===== src/core/afr_pkg.sv =====
/*
Constants, types and carriers shared by the audio failover route control block.
Assumes a single 125 MHz clock and a synchronous active-high reset.
*/
// Summary of operation
// - Up to eight main paths and exactly two standby paths in either application.
// - Each main path watches its alarm input and routes through, standby, or silence.
// - An alarmed path takes a free standby first, else through or silence.
// - Per path, alarm clear returns to through automatically or waits for manual restore.
// - Restore one returns cleared paths from standby one, restore two from standby two.
// - Each path may be tied to chosen standbys, giving two four-to-one groups.
// - One route selection per path switches analogue, digital and serial together.
// - Through is the de-energised route, so power loss passes all paths straight.
// - Supply indicator steady when valid, dark when absent, flashing when voltage low.
// - Path indicators: both dark through, first standby one, second standby two.
// - Both path indicators flash on silence, or through while alarmed.
// - Restore light green when its standby is free and clear, red when alarmed.
// - Restore light orange for alarmed user, flashing orange when held by manual mode.
// - Holding restore two cycles orange, red, green; release selects shown setting.
// - Orange forces auto restore, red forces manual, green uses per-path setting.
// - Restore one held through reset restores all configuration to factory defaults.
// - After a factory default restore both supply indicators flash to confirm.
// - Both restore buttons held through reset enter bootstrap mode instead.
// - Relays for supply one fail, supply two fail, standby active, summary alarm.
package afr_pkg;
	localparam int NCH = 8;
	localparam int NSB = 2;
	localparam int CLK_KHZ = 125000;
	localparam int DEB_MS = 20;
	localparam int STEP_MS = 1000;
	localparam int BLINK_HALF_MS = 250;
	localparam int DEB_CYC = DEB_MS * CLK_KHZ;
	localparam int STEP_CYC = STEP_MS * CLK_KHZ;
	localparam int BLINK_CYC = BLINK_HALF_MS * CLK_KHZ;
	localparam logic [4:0] FD_FLASH_TOGGLES = 5'h0c;
	localparam logic [3:0] REG_CTRL = 4'h0;
	localparam logic [3:0] REG_ALLOW = 4'h1;
	localparam logic [3:0] REG_STATUS = 4'h2;
	localparam logic [3:0] REG_INPUTS = 4'h3;
	localparam int CTRL_SIL_LSB = 8;
	localparam int CTRL_GM_LSB = 16;
	localparam logic [NCH-1:0] RST_AUTO = 8'hff;
	localparam logic [NCH-1:0] RST_SIL = 8'h00;
	localparam logic [2*NCH-1:0] RST_ALLOW = 16'hffff;
	typedef enum logic [1:0] {RT_THRU = 2'b00, RT_SB1 = 2'b01, RT_SB2 = 2'b10, RT_SIL = 2'b11} afr_route_t;
	typedef enum logic [1:0] {GM_GUI = 2'b00, GM_AUTO = 2'b01, GM_MAN = 2'b10} afr_gmode_t;
	typedef enum logic [1:0] {HP_NONE = 2'b00, HP_ORANGE = 2'b01, HP_RED = 2'b10, HP_GREEN = 2'b11} afr_hold_t;
	typedef struct packed {
		logic [3:0] addr;
		logic [31:0] wdata;
		logic wr;
		logic rd;
	} afr_bus_req_t;
	typedef struct packed {
		logic [1:0] button;
		logic [1:0] supply_low;
		logic [1:0] supply_present;
		logic [NSB-1:0] standby_alarm;
		logic [NCH-1:0] alarm_contact_input;
	} afr_pins_t;
	localparam int PIN_W = $bits(afr_pins_t);
	typedef struct packed {
		afr_route_t [NCH-1:0] route;
		logic [NCH-1:0] cfg_auto;
		logic [NCH-1:0] cfg_sil;
		logic [2*NCH-1:0] cfg_allow;
		afr_gmode_t gmode;
		afr_hold_t hold;
		logic [1:0] btn_prev;
		logic strap_done;
		logic boot;
		logic fdef;
		logic blink;
		logic [4:0] fd_cnt;
		logic [2*NCH-1:0] ch_ind;
		logic [1:0] sup_ind;
		logic [NSB-1:0] red;
		logic [NSB-1:0] grn;
		logic [4:0] relay;
		logic [31:0] rdata;
	} afr_state_t;
endpackage


===== src/core/afr_debounce.sv =====
/*
Two-flop synchroniser and debounce filter for a vector of pin inputs.
Assumes inputs are asynchronous to clk; ready rises once filters have settled after reset.
*/
`timescale 1ns/1ns
`default_nettype none
module afr_debounce #(
	parameter int W = 16,
	parameter int CYC = afr_pkg::DEB_CYC
) (
	input wire logic clk,
	input wire logic rst,
	input wire logic ce,
	input wire logic [W-1:0] d,
	output logic [W-1:0] q,
	output logic ready
);
	import afr_pkg::*;
	localparam int CW = $clog2(CYC + 3);
	typedef struct packed {
		logic [W-1:0] s1;
		logic [W-1:0] s2;
		logic [W-1:0] q;
		logic [W-1:0][CW-1:0] cnt;
		logic [CW-1:0] rcnt;
		logic ready;
	} afr_deb_t;
	afr_deb_t st_ff;
	afr_deb_t nxt_st;

	always_comb
	begin
		nxt_st = st_ff;
		nxt_st.s1 = d;
		nxt_st.s2 = st_ff.s1;
		if (st_ff.rcnt == CW'(CYC + 2))
			nxt_st.ready = 1'b1;
		else
			nxt_st.rcnt = st_ff.rcnt + 1'b1;
		// A level must hold unchanged for the whole window before it is accepted.
		for (int i = 0; i < W; i++)
		begin
			if (st_ff.s2[i] == st_ff.q[i])
				nxt_st.cnt[i] = '0;
			else if (st_ff.cnt[i] == CW'(CYC - 1))
			begin
				nxt_st.q[i] = st_ff.s2[i];
				nxt_st.cnt[i] = '0;
			end
			else
				nxt_st.cnt[i] = st_ff.cnt[i] + 1'b1;
		end
	end

	always_ff @(posedge clk)
	begin
		if (rst)
			st_ff <= '0;
		else if (ce)
			st_ff <= nxt_st;
	end

	assign q = st_ff.q;
	assign ready = st_ff.ready;
endmodule
`default_nettype wire


===== src/core/afr_failover_ctrl.sv =====
/*
Route and indication control for an eight-path failover switcher with two standbys.
Assumes raw pins (alarms, supplies, buttons) are asynchronous and a simple register port.
*/
`timescale 1ns/1ns
`default_nettype none
module afr_failover_ctrl #(
	parameter int DEB_CYC = afr_pkg::DEB_CYC,
	parameter int STEP_CYC = afr_pkg::STEP_CYC,
	parameter int BLINK_CYC = afr_pkg::BLINK_CYC
) (
	input wire logic clk,
	input wire logic rst,
	input wire logic ce,
	input wire afr_pkg::afr_bus_req_t bus,
	output logic [31:0] rdata,
	input wire afr_pkg::afr_pins_t pins,
	output logic [2*afr_pkg::NCH-1:0] route_sel,
	output logic [2*afr_pkg::NCH-1:0] chan_indicator,
	output logic supply_one_indicator,
	output logic supply_two_indicator,
	output logic [afr_pkg::NSB-1:0] restore_red,
	output logic [afr_pkg::NSB-1:0] restore_green,
	output logic [4:0] alarm_relay_output,
	output logic bootstrap_mode,
	output logic factory_default_done
);
	import afr_pkg::*;
	localparam afr_route_t SB_RT [NSB] = '{RT_SB1, RT_SB2};

	afr_state_t st_ff;
	afr_state_t nxt_st;
	logic [PIN_W-1:0] pins_raw;
	afr_pins_t pins_q;
	logic deb_ready;
	logic blink_tick;
	logic step_tick;
	logic [1:0] btn_rise;
	logic [NCH-1:0] al;
	logic [NSB-1:0] sb_al;
	logic [NSB-1:0][NCH-1:0] on_sb;
	logic [NSB-1:0] sb_occ;
	logic [NSB-1:0] used_alm;
	logic [NSB-1:0] used_clr;

	afr_debounce #(
		.W(PIN_W),
		.CYC(DEB_CYC)
	) u_deb (
		.clk(clk),
		.rst(rst),
		.ce(ce),
		.d(pins),
		.q(pins_raw),
		.ready(deb_ready)
	);

	afr_tick #(
		.CYC(BLINK_CYC)
	) u_blink (
		.clk(clk),
		.rst(rst),
		.ce(ce),
		.clr(1'b0),
		.tick(blink_tick)
	);

	// The step timer restarts on each press of button two so the first step is a full second.
	afr_tick #(
		.CYC(STEP_CYC)
	) u_step (
		.clk(clk),
		.rst(rst),
		.ce(ce),
		.clr(btn_rise[1]),
		.tick(step_tick)
	);

	assign pins_q = afr_pins_t'(pins_raw);
	assign al = pins_q.alarm_contact_input;
	assign sb_al = pins_q.standby_alarm;
	assign btn_rise = pins_q.button & ~st_ff.btn_prev;

	genvar gk;
	genvar gc;
	generate
		for (gk = 0; gk < NSB; gk++)
		begin : g_sb
			for (gc = 0; gc < NCH; gc++)
			begin : g_ch
				assign on_sb[gk][gc] = (st_ff.route[gc] == SB_RT[gk]);
			end
			assign sb_occ[gk] = |on_sb[gk];
			assign used_alm[gk] = |(on_sb[gk] & al);
			assign used_clr[gk] = |(on_sb[gk] & ~al);
		end
	endgenerate

	always_comb
	begin
		logic [NSB-1:0] occ;
		logic [NSB-1:0] rel;
		logic auto_eff;
		logic done;
		logic run;
		int s;
		nxt_st = st_ff;
		occ = sb_occ;
		rel = '0;
		auto_eff = 1'b0;
		done = 1'b0;
		run = st_ff.strap_done && !st_ff.boot;
		s = 0;
		if (blink_tick)
			nxt_st.blink = ~st_ff.blink;
		if (blink_tick && st_ff.fd_cnt != 5'h00)
			nxt_st.fd_cnt = st_ff.fd_cnt - 5'h01;

		if (bus.wr)
		begin
			case (bus.addr)
				REG_CTRL:
				begin
					nxt_st.cfg_auto = bus.wdata[NCH-1:0];
					nxt_st.cfg_sil = bus.wdata[CTRL_SIL_LSB +: NCH];
					if (bus.wdata[CTRL_GM_LSB +: 2] == GM_AUTO)
						nxt_st.gmode = GM_AUTO;
					else if (bus.wdata[CTRL_GM_LSB +: 2] == GM_MAN)
						nxt_st.gmode = GM_MAN;
					else
						nxt_st.gmode = GM_GUI;
				end
				REG_ALLOW:
					nxt_st.cfg_allow = bus.wdata[2*NCH-1:0];
				default:
					nxt_st.cfg_allow = st_ff.cfg_allow;
			endcase
		end

		// Buttons are sampled once the filters settle, standing in for a power-on strap.
		if (!st_ff.strap_done && deb_ready)
		begin
			nxt_st.strap_done = 1'b1;
			nxt_st.btn_prev = pins_q.button;
			if (pins_q.button == 2'b11)
				nxt_st.boot = 1'b1;
			else if (pins_q.button[0])
			begin
				nxt_st.fdef = 1'b1;
				nxt_st.fd_cnt = FD_FLASH_TOGGLES;
				nxt_st.cfg_auto = RST_AUTO;
				nxt_st.cfg_sil = RST_SIL;
				nxt_st.cfg_allow = RST_ALLOW;
				nxt_st.gmode = GM_GUI;
			end
		end

		if (run)
		begin
			nxt_st.btn_prev = pins_q.button;
			rel[0] = btn_rise[0];
			// A short press of button two restores; a long hold steps the global choice.
			if (pins_q.button[1])
			begin
				if (step_tick)
				begin
					if (st_ff.hold == HP_NONE || st_ff.hold == HP_GREEN)
						nxt_st.hold = HP_ORANGE;
					else
						nxt_st.hold = afr_hold_t'(st_ff.hold + 2'b01);
				end
			end
			else if (st_ff.btn_prev[1])
			begin
				nxt_st.hold = HP_NONE;
				case (st_ff.hold)
					HP_NONE: rel[1] = 1'b1;
					HP_ORANGE: nxt_st.gmode = GM_AUTO;
					HP_RED: nxt_st.gmode = GM_MAN;
					default: nxt_st.gmode = GM_GUI;
				endcase
			end
		end

		// One two-bit route per path drives every relay of that path together.
		for (int c = 0; c < NCH; c++)
		begin
			case (st_ff.gmode)
				GM_AUTO: auto_eff = 1'b1;
				GM_MAN: auto_eff = 1'b0;
				default: auto_eff = st_ff.cfg_auto[c];
			endcase
			done = 1'b0;
			if (st_ff.boot)
				nxt_st.route[c] = RT_THRU;
			else if (!run)
				nxt_st.route[c] = st_ff.route[c];
			else if (st_ff.route[c] == RT_THRU || st_ff.route[c] == RT_SIL)
			begin
				if (al[c])
				begin
					// Paths are scanned in order so two alarms never share a standby.
					for (int k = 0; k < NSB; k++)
					begin
						if (!done && st_ff.cfg_allow[2*c+k] && !occ[k] && !sb_al[k])
						begin
							nxt_st.route[c] = SB_RT[k];
							occ[k] = 1'b1;
							done = 1'b1;
						end
					end
					if (!done)
						nxt_st.route[c] = st_ff.cfg_sil[c] ? RT_SIL : RT_THRU;
				end
				else
					nxt_st.route[c] = RT_THRU;
			end
			else
			begin
				s = (st_ff.route[c] == RT_SB2) ? 1 : 0;
				// A cleared path stays on standby until auto mode or its button releases it.
				if (!al[c] && (auto_eff || rel[s]))
					nxt_st.route[c] = RT_THRU;
			end

			case (st_ff.route[c])
				RT_SB1: nxt_st.ch_ind[2*c +: 2] = 2'b01;
				RT_SB2: nxt_st.ch_ind[2*c +: 2] = 2'b10;
				RT_SIL: nxt_st.ch_ind[2*c +: 2] = {2{st_ff.blink}};
				default: nxt_st.ch_ind[2*c +: 2] = al[c] ? {2{st_ff.blink}} : 2'b00;
			endcase
		end

		for (int p = 0; p < 2; p++)
		begin
			if (st_ff.fd_cnt != 5'h00)
				nxt_st.sup_ind[p] = st_ff.blink;
			else if (!pins_q.supply_present[p])
				nxt_st.sup_ind[p] = 1'b0;
			else
				nxt_st.sup_ind[p] = pins_q.supply_low[p] ? st_ff.blink : 1'b1;
		end

		for (int k = 0; k < NSB; k++)
		begin
			if (st_ff.hold != HP_NONE)
			begin
				nxt_st.red[k] = (st_ff.hold != HP_GREEN);
				nxt_st.grn[k] = (st_ff.hold != HP_RED);
			end
			else if (sb_al[k])
			begin
				nxt_st.red[k] = 1'b1;
				nxt_st.grn[k] = 1'b0;
			end
			else if (used_alm[k] || used_clr[k])
			begin
				// Orange steady for an alarmed user, flashing once it waits on manual restore.
				nxt_st.red[k] = used_alm[k] | st_ff.blink;
				nxt_st.grn[k] = used_alm[k] | st_ff.blink;
			end
			else
			begin
				nxt_st.red[k] = 1'b0;
				nxt_st.grn[k] = 1'b1;
			end
		end

		nxt_st.relay[0] = ~pins_q.supply_present[0] | pins_q.supply_low[0];
		nxt_st.relay[1] = ~pins_q.supply_present[1] | pins_q.supply_low[1];
		nxt_st.relay[3:2] = sb_occ;
		nxt_st.relay[4] = (|al) | (|sb_al) | (|sb_occ) | (|nxt_st.relay[1:0]);

		nxt_st.rdata = 32'h0000_0000;
		if (bus.rd)
		begin
			case (bus.addr)
				REG_CTRL: nxt_st.rdata = {14'h0000, st_ff.gmode, st_ff.cfg_sil, st_ff.cfg_auto};
				REG_ALLOW: nxt_st.rdata = {16'h0000, st_ff.cfg_allow};
				REG_STATUS: nxt_st.rdata = {12'h000, st_ff.fdef, st_ff.boot, sb_occ, st_ff.route};
				REG_INPUTS: nxt_st.rdata = {16'h0000, pins_q};
				default: nxt_st.rdata = 32'h0000_0000;
			endcase
		end
	end

	always_ff @(posedge clk)
	begin
		if (rst)
		begin
			st_ff <= '0;
			st_ff.cfg_auto <= RST_AUTO;
			st_ff.cfg_sil <= RST_SIL;
			st_ff.cfg_allow <= RST_ALLOW;
		end
		else if (ce)
			st_ff <= nxt_st;
	end

	// Path count and standby count are fixed at eight and two by the package.
	assign rdata = st_ff.rdata;
	assign route_sel = st_ff.route;
	assign chan_indicator = st_ff.ch_ind;
	assign supply_one_indicator = st_ff.sup_ind[0];
	assign supply_two_indicator = st_ff.sup_ind[1];
	assign restore_red = st_ff.red;
	assign restore_green = st_ff.grn;
	assign alarm_relay_output = st_ff.relay;
	assign bootstrap_mode = st_ff.boot;
	assign factory_default_done = st_ff.fdef;
endmodule
`default_nettype wire


===== src/core/afr_tick.sv =====
/*
Periodic one-cycle tick generator with a synchronous restart.
Assumes clr comes from logic on the same clock.
*/
`timescale 1ns/1ns
`default_nettype none
module afr_tick #(
	parameter int CYC = afr_pkg::BLINK_CYC
) (
	input wire logic clk,
	input wire logic rst,
	input wire logic ce,
	input wire logic clr,
	output logic tick
);
	import afr_pkg::*;
	localparam int CW = $clog2(CYC + 1);
	typedef struct packed {
		logic [CW-1:0] cnt;
		logic tick;
	} afr_tick_t;
	afr_tick_t st_ff;
	afr_tick_t nxt_st;

	always_comb
	begin
		nxt_st = st_ff;
		nxt_st.tick = 1'b0;
		if (clr)
			nxt_st.cnt = '0;
		else if (st_ff.cnt == CW'(CYC - 1))
		begin
			nxt_st.cnt = '0;
			nxt_st.tick = 1'b1;
		end
		else
			nxt_st.cnt = st_ff.cnt + 1'b1;
	end

	always_ff @(posedge clk)
	begin
		if (rst)
			st_ff <= '0;
		else if (ce)
			st_ff <= nxt_st;
	end

	assign tick = st_ff.tick;
endmodule
`default_nettype wire


===== config.mk =====
export PLATFORM = sky130hd
export DESIGN_NAME = afr_failover_ctrl
export DESIGN_NICKNAME = d
export VERILOG_FILES = /design/src/core/afr_pkg.sv /design/src/core/afr_debounce.sv /design/src/core/afr_failover_ctrl.sv /design/src/core/afr_tick.sv
export SDC_FILE = /design/constraint.sdc
export NUM_CORES = 2
export LEC_CHECK = 0
export ABC_AREA = 1
export BUFFER_PORTS_ARGS = -buffer_cell sky130_fd_sc_hd__buf_2
export CAP_MARGIN = 20
export CORE_AREA = 2 2 375 377
export DETAILED_ROUTE_END_ITERATION = 6
export DIE_AREA = 0 0 377 379
export RECOVER_POWER = 100
export SKIP_LAST_GASP = 1
export SLEW_MARGIN = 20
export SYNTH_ARGS = -nofsm -noshare
export SYNTH_HDL_FRONTEND = slang
export SYNTH_HIERARCHICAL = 1
export SYNTH_SLANG_ARGS = --single-unit
export TNS_END_PERCENT = 1

===== constraint.sdc =====
create_clock -name clk -period 4.67 [get_ports clk]
set_clock_uncertainty 0.2 [all_clocks]
set_input_delay 0.7005 -clock clk [delete_from_list [all_inputs] [get_ports clk]]
set_output_delay 0.7005 -clock clk [all_outputs]
set_load 0.01 [all_outputs]

==> flow_metrics.tcl <==
set metrics [dict create \
    rsz0062_at_grt "false" \
    antenna_found_initial 10 \
    slew_headroom_pct -68.12 \
    crit_fanout 9 \
    dr.pass1.iters 6 \
    grt_max_degree 161 \
    portBuffers 107 \
    drive_gt1_share_pct 6.428 \
    cts_setup_buffers 0 \
    synth_area_mm2 0.03459 \
    drt_iter0_markers 2475 \
    synth_edf_count 0 \
    worst_pin_slew_ns 2.522 \
    hpwl_um 64110 \
    async_flop_share_pct 0 \
    hp-class "in2reg" \
    overflow 0 \
    hold_violations 0 \
    start_util_pct 24.91 \
    fmax_mhz 269.6 \
    ir_drop_mv 0.1987 \
    gp_congestion 0.9166 \
    clk_pin_slew_ns 0.06 \
    vias_per_cell 4.583 \
    post_cts_resized 0 \
    finalCritPeriodShare_pct 79.42 \
    synthTopCellsByArea "dfxtp_1 34%, nand2_1 16%, nor2_1 7.4%" \
    yosysWarnings 6 \
    fin_cells 7145 \
    setup_viol 0 \
    pin_count 134 \
    routed_wl_um 91300 \
    synth-seq-cells 587 \
    core_area_mm2 0.1388 \
    grt_pass1_wl_um 150200 \
    htree_levels 3 \
    tritoncts "done" \
    antenna_left 0 \
    route.vias.total 32740 \
    drv_slew 269 \
    synth.distinct_cells 62 \
    drc 0 \
    syn_to_final_growth_pct 10.82 \
    power_mw 11.39 \
    die_h_um 379 \
    fp.dieW_um 377 \
    synth_cells 5326 \
    cts_hold_buffers 0 \
    n_fill_cell 15320 \
    cp-end-kind "register" \
    yosysSeqAreaShare_pct 33.97 \
    fin_tns_setup_ns 0 \
    cap_violations 4 \
    root_buffer "clkbuf_16" \
    crit_type "reg2reg" \
    dp.cells 7011 \
    dieArea_mm2 0.1429 \
    power_density_mw_per_mm2 297.0 \
    final_nets 5409 \
    required_ns 4.96 \
    cts_buffers 72 \
    violations "max-capacitance violations, max-slew violations" \
    cts_sinks 587 \
    num_rows 137 \
    fin_crit_ns 3.709 \
    synth_top_area_cell "dfxtp_1" \
    grt_use_total_pct 12.41 \
    p_leak_nw 13.49 \
    synthFlopType "dfxtp_1" \
    cp-start-kind "register" \
    hold_slack_ns 0.1043 \
    grt_pass1_vias 30070 \
    clock_latency_ns 0.63 \
    status "finished with violations" \
    synth_top_area_share_pct 33.97 \
    cts.path.max_buffers 3 \
    wl_per_cell_um 12.78 \
    avgSynthCellArea_um2 6.494 \
    cp.arrival_ns 4.00 \
]
==> worst max-delay path, stage by stage, from the launching register on <==
cell,delay [ns]
dfxtp_1,0.50
inv_1,0.13
ha_1,0.21
nor2_1,0.17
nand2_1,0.13
nor2_1,0.78
nand3_2,0.11
nor2_1,0.34
o2111ai_1,0.26
nand2_1,0.11
nand3_1,0.16
nor2_4,0.14
nand3_2,0.08
nand2_2,0.08
nand2_1,0.05
nand2_1,0.07
a21oi_2,0.05
==> metrics by stage <==
| step | cell area [um^2] | setup WS (ns) | utilization, % |
|---|---|---|---|
| after detailed placement | 36110 | 1.477 | 26.01 |
| after CTS | 38580 | 1.642 | 27.79 |
| after global placement | 36110 | 1.499 | 26.01 |
| after global routing | 38330 | 0.7241 | 27.60 |
| final | 38330 | 0.9611 | 27.61 |
| after floorplan | 34640 | 2.298 | - |
==> power by group <==
part | total (mW) | switching, mW | leakage (nW) | internal, mW
clock | 5.82 | 2.28 | 1.21 | 3.53
sequential | 5.10 | 0.0428 | 4.74 | 5.06
combinational | 0.469 | 0.362 | 7.54 | 0.107
==> path summary, 6_finish.rpt <==
kind / cells after the start / end / start / slack [ns]
min reg2reg: 1 / st_ff[59] / st_ff[59] / 0.25
max reg2reg: 16 / route_sel[15] / route_sel[7] / 0.96
max: 16 / route_sel[15] / route_sel[7] / 0.96
min: 3 / u_deb/nxt_st[391] / pins[0] / 0.10
==> kinds of logic (layout without fill, tap and decap cells) <==
family                     Yosys count  count (layout)  share of synthesized area [%]
AOI/OAI and AO/OA                  828             828                          12.88
other                                1              16                        0.01084
xor gates and xnor gates           178             178                          4.507
and+or+nand+nor                   2917            2917                          36.36
adders and majority gates           74              74                          2.677
buffers and inverters              741             738                          9.597
DFF                                587             587                          33.97
==> sequential cells by signal (all words and copies together) (netlist names) <==
register,flops
bootstrap_mode,1
u_step/tick,1
factory_default_done,1
u_deb/st_ff,390
chan_indicator,16
u_step/st_ff,27
rdata,20
st_ff,45
supply_one_indicator,1
u_deb/nxt_st,16
u_blink/tick,1
alarm_relay_output,5
route_sel,16
restore_red,2
restore_green,2
u_blink/st_ff,25
u_deb/q,16
supply_two_indicator,1
u_deb/ready,1
==> placed cells by master (no fill, tap or decap), types with 7 or more instances in the layout <==
cell	Yosys	routed
o211ai_1	25	25
ha_1	74	74
nor3_1	126	132
nor2_4	20	18
nand4_1	78	78
bufinv_16	0	7
nor2_2	61	60
clkinv_2	0	9
conb_1	1	14
or2_2	11	11
clkbuf_8	0	18
inv_1	457	460
nand3_1	331	334
o21bai_1	16	16
clkbuf_1	88	90
nand2_1	1494	1500
xnor2_1	45	45
o21a_1	11	11
o22ai_1	29	29
a21oi_1	430	431
nor2_1	679	684
dfxtp_1	587	587
xor2_1	133	133
o21ai_1	8	8
nand3_2	19	16
o21ai_0	264	267
clkbuf_16	0	72
a211oi_1	12	12
nand2_2	35	30
a21oi_2	8	7
nand3b_1	23	23
buf_2	60	40
inv_2	22	16
==> routing by layer <==
metal,routed length [um],GRT usage [%],up-vias
met2,40360,20.41,660
met5,66,0,-
li1,-,-,16990
met4,1912,3.389,12
met1,44560,16.80,14960
met3,4400,1.840,129
==> synth_stat cells, types with 4 or more instances <==
master / number
nand2_1: 1494
nor2_1: 679
dfxtp_1: 587
inv_1: 457
a21oi_1: 430
nand3_1: 331
o21ai_0: 264
xor2_1: 133
nor3_1: 126
buf_4: 97
clkbuf_1: 88
nand4_1: 78
ha_1: 74
nor2_2: 61
buf_2: 60
xnor2_1: 45
nand2_2: 35
o22ai_1: 29
o211ai_1: 25
nand3b_1: 23
inv_2: 22
nor2_4: 20
nand3_2: 19
o21bai_1: 16
a211oi_1: 12
buf_6: 11
o21a_1: 11
or2_2: 11
nor3_2: 10
a21oi_2: 8
o21ai_1: 8
nor3b_1: 6
a31oi_1: 5
nand2_4: 5
a21o_1: 4
nor4_1: 4
o21ai_2: 4
==> layout make-up <==
| type | count | area [um^2] | area share, % |
|---|---|---|---|
| inverters | 481 | 1817 | 4.740 |
| clock inverters | 26 | 361.6 | 0.9434 |
| well taps | 1807 | 2261 | 5.899 |
| repair buffers | 125 | 594.3 | 1.551 |
| diodes | 2 | 5.005 | 0.01306 |
| multi-input cells | 4011 | 19430 | 50.69 |
| clock buffers | 106 | 2110 | 5.504 |
| flip-flops and latches | 587 | 11750 | 30.66 |
Note: power is estimated with default switching activity, not from simulation.
